File: config.mk
export PLATFORM = sky130hd
export DESIGN_NAME = lso_ctrl
export DESIGN_NICKNAME = d
export VERILOG_FILES = /design/src/inc/lso_pkg.sv /design/src/rtl/lso_ctrl.sv
export SDC_FILE = /design/constraint.sdc
export NUM_CORES = 1
export LEC_CHECK = 0
export BUFFER_PORTS_ARGS = -buffer_cell sky130_fd_sc_hd__buf_2
export CELL_PAD_IN_SITES_DETAIL_PLACEMENT = 2
export CELL_PAD_IN_SITES_GLOBAL_PLACEMENT = 2
export CORE_MARGIN = 1.5
export CORE_UTILIZATION = 34
export CTS_BUF_LIST = sky130_fd_sc_hd__clkbuf_4 sky130_fd_sc_hd__clkbuf_8
export DETAILED_ROUTE_END_ITERATION = 10
export PLACE_DENSITY_LB_ADDON = 0.2
export SLEW_MARGIN = 10
export SYNTH_ARGS = -nofsm -noshare
export SYNTH_HDL_FRONTEND = slang
export SYNTH_SLANG_ARGS = --single-unit
File: constraint.sdc
create_clock -name pclk -period 3.7 [get_ports pclk]
set_input_delay 0.74 -clock pclk [delete_from_list [all_inputs] [get_ports pclk]]
set_output_delay 0.74 -clock pclk [all_outputs]
set_load 0.05 [all_outputs]
File: src/inc/lso_pkg.sv
// Overview of operation
// - Crystal oscillator keeps running across non-power-on resets when run_on_request is 0.
// - Crystal start-up waits a time_sel_a chosen count with its output gated off.
// - Crystal ready status goes to 1 once start-up has completed.
// - Crystal ready rising edge raises an interrupt when its enable is 1.
// - Internal oscillator is off after reset; its enable bit starts and stops it.
// - A new freq_trim value is committed only when internal ready goes high.
// - Internal 32.768kHz output runs only while out_32k_enable is 1.
// - Internal 1.024kHz output runs only while out_1k_enable is 1.
// - Internal oscillator with enable 0 stays stopped in every mode.
// - In standby the crystal runs only on request unless run_in_standby without request mode.
// - Flag bit 1 sets on internal ready rising, interrupts when enabled.
// - Flag bit 0 sets on crystal ready rising, interrupts when enabled.
// - Writing 1 clears a ready flag; writing 0 leaves it.
package lso_pkg;
  // Register byte offsets
  localparam logic [11:0] OFS_IRQ_EN_CLR  = 12'h000;
  localparam logic [11:0] OFS_IRQ_EN_SET  = 12'h004;
  localparam logic [11:0] OFS_IRQ_FLAG    = 12'h008;
  localparam logic [11:0] OFS_STATUS      = 12'h00c;
  localparam logic [11:0] OFS_EXT_CONTROL = 12'h010;
  localparam logic [11:0] OFS_INT_CONTROL = 12'h014;
  // Field positions
  localparam int BIT_EXT_RDY = 0;
  localparam int BIT_INT_RDY = 1;
  localparam int BIT_EN      = 1;
  localparam int BIT_O32     = 2;
  localparam int BIT_O1      = 3;
  localparam int BIT_RSB     = 6;
  localparam int BIT_ROR     = 7;
  localparam int BIT_TSEL    = 8;
  localparam int BIT_TRIM    = 16;
  // Reset values
  localparam logic [6:0]  TRIM_RST = 7'h40;
  localparam logic [2:0]  TSEL_RST = 3'h0;
  // Start-up counts in pclk cycles
  localparam logic [11:0] EXT_START_BASE = 12'h010;
  localparam logic [11:0] INT_START_CYC  = 12'h020;

  typedef enum logic [1:0] {
    OSC_OFF   = 2'b00,
    OSC_START = 2'b01,
    OSC_READY = 2'b11
  } lso_osc_st_t;

  typedef struct packed {
    logic en;
    logic o32;
    logic o1;
    logic rsb;
    logic ror;
  } lso_cfg_t;

  typedef struct packed {
    lso_osc_st_t st;
    logic [11:0] cnt;
  } lso_osc_t;
endpackage : lso_pkg

File: src/rtl/lso_ctrl.sv
// Decided for this implementation: the APB register port and the register offsets.
`timescale 1ns/1ps
module lso_ctrl
  import lso_pkg::*;
(
  // APB slave
  input  wire logic        pclk,
  input  wire logic        presetn,
  input  wire logic        psel,
  input  wire logic        penable,
  input  wire logic        pwrite,
  input  wire logic [11:0] paddr,
  input  wire logic [31:0] pwdata,
  output logic      [31:0] prdata,
  output logic             pready,
  output logic             pslverr,
  // System and sleep
  input  wire logic        soft_reset,
  input  wire logic        standby,
  input  wire logic        ext_req,
  input  wire logic        int_req,
  // Oscillator controls
  output logic             ext_osc_run,
  output logic             int_osc_run,
  output logic [6:0]       freq_trim_out,
  output logic             ext_out_32k,
  output logic             ext_out_1k,
  output logic             int_out_32k,
  output logic             int_out_1k,
  // Interrupt
  output logic             irq
);

  typedef struct packed {
    lso_cfg_t    ext_cfg;
    logic [2:0]  tsel;
    lso_cfg_t    int_cfg;
    logic [6:0]  trim_wr;
    logic [6:0]  trim_app;
    logic        trim_pend;
    lso_osc_t    ext_o;
    lso_osc_t    int_o;
    logic        ext_rdy_d;
    logic        int_rdy_d;
    logic [1:0]  flag;
    logic [1:0]  ien;
    logic        rdy;
    logic        err;
    logic [31:0] rdata;
    logic        ext_run;
    logic        int_run;
    logic        e32;
    logic        e1;
    logic        i32;
    logic        i1;
    logic        irq;
  } lso_st_t;

  lso_st_t s_reg;
  lso_st_t s_next;

  ////////////////////////////////////////////////////////////////////
  // Helpers

  function automatic logic run_cond(input lso_cfg_t c, input logic sb,
                                    input logic req);
    logic r;
    r = 1'b0;
    if (!c.en) begin
      r = 1'b0;
    end else if (sb) begin
      r = (c.rsb && !c.ror) ? 1'b1 : req;
    end else begin
      r = c.ror ? req : 1'b1;
    end
    return r;
  endfunction : run_cond

  // Restart in ready forces a fresh start-up with output masked
  function automatic lso_osc_t osc_step(input lso_osc_t o, input logic run,
                                        input logic restart,
                                        input logic [11:0] lim);
    lso_osc_t n;
    n = o;
    if (!run) begin
      n.st  = OSC_OFF;
      n.cnt = 12'h000;
    end else begin
      case (o.st)
        OSC_OFF: begin
          n.st  = OSC_START;
          n.cnt = 12'h000;
        end
        OSC_START: begin
          if (o.cnt >= lim - 12'h001) begin
            n.st = OSC_READY;
          end else begin
            n.cnt = o.cnt + 12'h001;
          end
        end
        OSC_READY: begin
          if (restart) begin
            n.st  = OSC_START;
            n.cnt = 12'h000;
          end
        end
        default: begin
          n.st  = OSC_OFF;
          n.cnt = 12'h000;
        end
      endcase
    end
    return n;
  endfunction : osc_step

  ////////////////////////////////////////////////////////////////////
  // Next state

  logic        acc;
  logic        wr;
  logic [31:0] rd;
  logic        hit;
  logic        e_run;
  logic        i_run;
  logic        e_rdy;
  logic        i_rdy;
  logic [1:0]  rise;
  logic [11:0] ext_lim;
  logic        trim_wr_now;

  always_comb begin
    s_next      = s_reg;
    acc         = psel && penable;
    wr          = acc && pwrite && s_reg.rdy;
    rd          = 32'h0000_0000;
    hit         = 1'b1;
    trim_wr_now = 1'b0;

    // Read mux, unmapped words answer with error
    case (paddr)
      OFS_IRQ_EN_CLR:  rd[1:0] = s_reg.ien;
      OFS_IRQ_EN_SET:  rd[1:0] = s_reg.ien;
      OFS_IRQ_FLAG:    rd[1:0] = s_reg.flag;
      OFS_STATUS: begin
        rd[BIT_EXT_RDY] = s_reg.ext_o.st == OSC_READY;
        rd[BIT_INT_RDY] = s_reg.int_o.st == OSC_READY;
      end
      OFS_EXT_CONTROL: begin
        rd[BIT_EN]                  = s_reg.ext_cfg.en;
        rd[BIT_O32]                 = s_reg.ext_cfg.o32;
        rd[BIT_O1]                  = s_reg.ext_cfg.o1;
        rd[BIT_RSB]                 = s_reg.ext_cfg.rsb;
        rd[BIT_ROR]                 = s_reg.ext_cfg.ror;
        rd[BIT_TSEL+2:BIT_TSEL]     = s_reg.tsel;
      end
      OFS_INT_CONTROL: begin
        rd[BIT_EN]                  = s_reg.int_cfg.en;
        rd[BIT_O32]                 = s_reg.int_cfg.o32;
        rd[BIT_O1]                  = s_reg.int_cfg.o1;
        rd[BIT_RSB]                 = s_reg.int_cfg.rsb;
        rd[BIT_ROR]                 = s_reg.int_cfg.ror;
        rd[BIT_TRIM+6:BIT_TRIM]     = s_reg.trim_wr;
      end
      default: hit = 1'b0;
    endcase

    // One wait state: pready rises one cycle into the access phase
    if (acc && !s_reg.rdy) begin
      s_next.rdy   = 1'b1;
      s_next.err   = !hit;
      s_next.rdata = pwrite ? 32'h0000_0000 : rd;
    end else begin
      s_next.rdy   = 1'b0;
      s_next.err   = 1'b0;
      s_next.rdata = 32'h0000_0000;
    end

    // Register writes
    if (wr && hit) begin
      case (paddr)
        OFS_IRQ_EN_CLR: s_next.ien = s_reg.ien & ~pwdata[1:0];
        OFS_IRQ_EN_SET: s_next.ien = s_reg.ien | pwdata[1:0];
        OFS_EXT_CONTROL: begin
          s_next.ext_cfg.en  = pwdata[BIT_EN];
          s_next.ext_cfg.o32 = pwdata[BIT_O32];
          s_next.ext_cfg.o1  = pwdata[BIT_O1];
          s_next.ext_cfg.rsb = pwdata[BIT_RSB];
          s_next.ext_cfg.ror = pwdata[BIT_ROR];
          s_next.tsel        = pwdata[BIT_TSEL+2:BIT_TSEL];
        end
        OFS_INT_CONTROL: begin
          s_next.int_cfg.en  = pwdata[BIT_EN];
          s_next.int_cfg.o32 = pwdata[BIT_O32];
          s_next.int_cfg.o1  = pwdata[BIT_O1];
          s_next.int_cfg.rsb = pwdata[BIT_RSB];
          s_next.int_cfg.ror = pwdata[BIT_ROR];
          if (pwdata[BIT_TRIM+6:BIT_TRIM] != s_reg.trim_wr) begin
            trim_wr_now = 1'b1;
          end
          s_next.trim_wr     = pwdata[BIT_TRIM+6:BIT_TRIM];
        end
        default: ;
      endcase
    end

    // Oscillator sequencing
    ext_lim = EXT_START_BASE << s_reg.tsel;
    e_run   = run_cond(s_reg.ext_cfg, standby, ext_req);
    i_run   = run_cond(s_reg.int_cfg, standby, int_req);
    s_next.ext_o = osc_step(s_reg.ext_o, e_run, 1'b0, ext_lim);
    s_next.int_o = osc_step(s_reg.int_o, i_run, trim_wr_now,
                            INT_START_CYC);
    if (trim_wr_now) begin
      s_next.trim_pend = 1'b1;
    end

    e_rdy = s_next.ext_o.st == OSC_READY;
    i_rdy = s_next.int_o.st == OSC_READY;

    // Trim lands on the analog side only at the ready edge
    if (i_rdy && !s_reg.int_rdy_d && s_reg.trim_pend) begin
      s_next.trim_app  = s_reg.trim_wr;
      s_next.trim_pend = trim_wr_now;
    end

    // Sticky flags, a set in the clearing cycle wins
    rise[BIT_EXT_RDY] = e_rdy && !s_reg.ext_rdy_d;
    rise[BIT_INT_RDY] = i_rdy && !s_reg.int_rdy_d;
    if (wr && paddr == OFS_IRQ_FLAG) begin
      s_next.flag = s_reg.flag & ~pwdata[1:0];
    end
    s_next.flag      = s_next.flag | rise;
    s_next.ext_rdy_d = e_rdy;
    s_next.int_rdy_d = i_rdy;

    // Non-power-on reset: crystal kept alive only without on-request
    if (soft_reset) begin
      s_next.int_cfg   = '0;
      s_next.trim_wr   = TRIM_RST;
      s_next.trim_app  = TRIM_RST;
      s_next.trim_pend = 1'b0;
      s_next.int_o     = '{st: OSC_OFF, cnt: 12'h000};
      s_next.int_rdy_d = 1'b0;
      s_next.flag      = '0;
      s_next.ien       = '0;
      if (s_reg.ext_cfg.ror) begin
        s_next.ext_cfg   = '0;
        s_next.tsel      = TSEL_RST;
        s_next.ext_o     = '{st: OSC_OFF, cnt: 12'h000};
        s_next.ext_rdy_d = 1'b0;
      end else begin
        // Crystal state held across the reset
        s_next.ext_cfg   = s_reg.ext_cfg;
        s_next.tsel      = s_reg.tsel;
      end
    end

    // Outputs, outputs gated until ready
    s_next.ext_run = s_next.ext_o.st != OSC_OFF;
    s_next.int_run = s_next.int_o.st != OSC_OFF;
    s_next.e32 = s_next.ext_cfg.o32 && s_next.ext_o.st == OSC_READY;
    s_next.e1  = s_next.ext_cfg.o1 && s_next.ext_o.st == OSC_READY;
    s_next.i32 = s_next.int_cfg.o32 && s_next.int_o.st == OSC_READY;
    s_next.i1  = s_next.int_cfg.o1 && s_next.int_o.st == OSC_READY;
    s_next.irq = |(s_next.flag & s_next.ien);
  end

  ////////////////////////////////////////////////////////////////////
  // State register, power-on reset only

  always_ff @(posedge pclk or negedge presetn) begin
    if (!presetn) begin
      s_reg <= '{
        ext_cfg:   '0,
        tsel:      TSEL_RST,
        int_cfg:   '0,
        trim_wr:   TRIM_RST,
        trim_app:  TRIM_RST,
        trim_pend: 1'b0,
        ext_o:     '{st: OSC_OFF, cnt: 12'h000},
        int_o:     '{st: OSC_OFF, cnt: 12'h000},
        ext_rdy_d: 1'b0,
        int_rdy_d: 1'b0,
        flag:      2'h0,
        ien:       2'h0,
        rdy:       1'b0,
        err:       1'b0,
        rdata:     32'h0000_0000,
        ext_run:   1'b0,
        int_run:   1'b0,
        e32:       1'b0,
        e1:        1'b0,
        i32:       1'b0,
        i1:        1'b0,
        irq:       1'b0
      };
    end else begin
      s_reg <= s_next;
    end
  end

  ////////////////////////////////////////////////////////////////////
  // Ports

  assign prdata        = s_reg.rdata;
  assign pready        = s_reg.rdy;
  assign pslverr       = s_reg.err;
  assign ext_osc_run   = s_reg.ext_run;
  assign int_osc_run   = s_reg.int_run;
  assign freq_trim_out = s_reg.trim_app;
  assign ext_out_32k   = s_reg.e32;
  assign ext_out_1k    = s_reg.e1;
  assign int_out_32k   = s_reg.i32;
  assign int_out_1k    = s_reg.i1;
  assign irq           = s_reg.irq;

endmodule : lso_ctrl

==> results.toml <==
[finish]
final_common_cell = "dfrtp_1"
fill_cells = 1359
multiInputGateArea_um2 = 1770
regArea_um2 = 2180
drive_gt1_share_pct = 20.6
post-route-util_pct = 39.5
area_delta_synth_final_pct = 12.3
antenna_cells = 0
largest_reg_flops = 55
finalInstanceArea_um2 = 4800
instances_no_fill = 654
final_nets = 544
final_cell_mix = "dfrtp_1 (85), buf_2 (67), nand2_1 (49), nor2_1 (34), and3_1 (24)"

[placed_design]
dp_slack_ns = 0.534
numPortBuffers = 68
dpl.hpwl_mm = 8.74
place_congestion = 0.733
place_area_um2 = 4610
dp_cells = 638

[grt]
grt_pass1_vias = 3558
use_met1_pct = 24.7
antenna_found_initial = 0
grtUsageMet3_pct = 3.06
busiest_layer = "met2"
grt_max_degree = 43
grtUsageMet2_pct = 32.5
grt_overflow = 0
grt_use_total_pct = 19.2
grt_pass1_wl_mm = 19.2

[sta]
period_share_pct = 86.0
tightest_slew_ns = 0.638
whs_ns = 0.336
fmax_ghz = 0.314
fin_crit_ns = 3.18
max_slew_margin_pct = 57.5
setup_viol = 0
timing_hold_violations_final = 0
finalClockSkew_ns = 0.0134
worst_slack_ns = 0.519
drv_slew = 0
rsz0062_at_grt = "false"
tns_ns = 0

[drt]
final_antenna_net_count = 0
viasPerCell = 5.08
drt_wl_total_mm = 11.8
drc_errors = 0
dr.pass1.iters = 4
via_count = 3324
drt_iter0_drc = 88
wire_per_inst_um = 18.0

[synthesis]
ys_types = 50
synth_ff_type = "dfrtp_1"
syn_area_um2 = 4280
post_synth_inst_count = 430
synth-edff-count = 0
yosysWarnings = 0
ys_seq_elements = 87
netlist.area_leader.share_pct = 49.7
synth_top_area_cell = "dfrtp_1"
async_reset_ff_share_pct = 100
synthTopCellsByArea = "dfrtp_1 (50%), buf_4 (6.8%), nand2_1 (4.3%), and3_1 (3.5%), mux2i_1 (3.0%)"
ys_seq_area_share_pct = 51.0
avgSynthCellArea_um2 = 9.95

[job]
cap_viol_max_count = 0

[clock_tree]
clk_latency_ns = 0.38
post_cts_buffers = 0
numClockSinks = 87
cts_tree = "done"
clkTransAtPathRegs_ns = 0.09
cts_resized = 0
cts_buffers = 9
cts.htree.levels = 3
cts-root-buf = "clkbuf_8"
postCtsHoldBufs = 0
clockBufferDepth = 2

[die]
core_area_um2 = 12200
initial_utilization_pct = 35.2
die_h_um = 115
io_pins = 101
rows = 40
die-width_um = 115
die_area_um2 = 13300

[power_and_ir_drop]
comb_power_share_pct = 6.7
p_sw_mw = 0.456
vdd_drop_max_uv = 141
p_seq_share_pct = 54.9
p_per_area_nw_per_um2 = 361
p_clk_share_pct = 38.4
total_power_mw = 1.73
p_int_mw = 1.28
power.leakage_nw = 2.35
switching_share_pct = 26.3

[setup_path]
required_ns = 3.98
r2r-end = "s_reg[71]"
worst-path-max-fanout = 9
cp_data_arrival_time_ns = 3.47
crit_end = "s_reg[71]"
critPathLaunchType = "register"
r2r_cells = 8
cp-end-kind = "register"
ff2ff_setup_slack_ns = 0.52
reg2reg_from = "s_reg[97]"
crit_start = "s_reg[97]"
criticalPathCategory = "register to register"

[status]
outcome = "completed"

[worst_hold_path]
min_path_type = "input pin to asynchronous set/reset pin"
[how the worst min path moves through the flow]
stage	startpoint	end	slack, ns	cells after the start
final	presetn	pready	0.34	1
after global routing	presetn	pready	0.37	1
after CTS	presetn	pready	0.36	1
after detailed placement	s_reg[54]	s_reg[54]	0.50	1
after global placement	s_reg[57]	s_reg[57]	0.50	1
after floorplan	presetn	ext_osc_run	0.44	0
[worst max-delay path: stages (launching register included)]
cell and delay [ns]:
dfrtp_1 0.51, nor3_1 0.27, ha_1 0.27, and4_1 0.20, a221o_1 0.36, a2111oi_4 0.66
nand4_1 0.27, or3_1 0.37, a21oi_1 0.17
[synth_stat cells, types with 3 or more instances]
cell	number
xnor2_1	8
or3_1	6
nor2_1	34
nor3_1	15
clkbuf_1	12
nand3b_1	3
a22oi_1	4
ha_1	10
and3_1	24
buf_4	39
nor4_1	4
nand2b_1	5
inv_1	10
dfrtp_1	85
o21ai_1	4
mux2i_1	13
a21oi_1	22
o21ai_0	7
nor2b_1	6
nand2_1	49
xor2_1	8
nand4_1	6
nand3_1	18
o2bb2ai_1	3
[per-layer routing]
layer  share of wire (%)  up-vias
met1                  46     1694
met4                 1.7        0
li1                    -     1545
met5                   0        -
met2                  49       69
met3                 3.0       16
[power by group through the flow]
stage               logic [mW]  clock network (mW)  registers, mW
finish                   0.117               0.665          0.952
global placement         0.117                   0          0.971
global route             0.128               0.726          0.953
CTS                      0.120               0.691          0.952
detailed placement       0.119                   0          0.971
floorplan               0.0698                   0          0.975
[layout make-up]
| cell class | count | share of cell area, % |
|---|---|---|
| Sequential cell | 87 | 45.4 |
| Multi-Input combinational cell | 296 | 36.9 |
| Timing Repair Buffer | 77 | 8.54 |
| Tap cell | 168 | 4.38 |
| Clock buffer | 12 | 3.44 |
| Inverter | 10 | 0.781 |
| Clock inverter | 4 | 0.573 |
[cell families after synthesis]
kind of cell | count (synthesis) | share of synthesized area, %
multiplexers | 13 | 3.04
flip-flops | 87 | 51.0
AO/OA/AOI/OAI | 56 | 8.78
adder cells (fa/ha/maj) | 10 | 2.93
AND/OR/NAND/NOR | 184 | 21.9
XOR/XNOR | 16 | 3.28
buffers and inverters | 62 | 8.89
other | 2 | 0.176
Power figures use the tool's default switching activity.
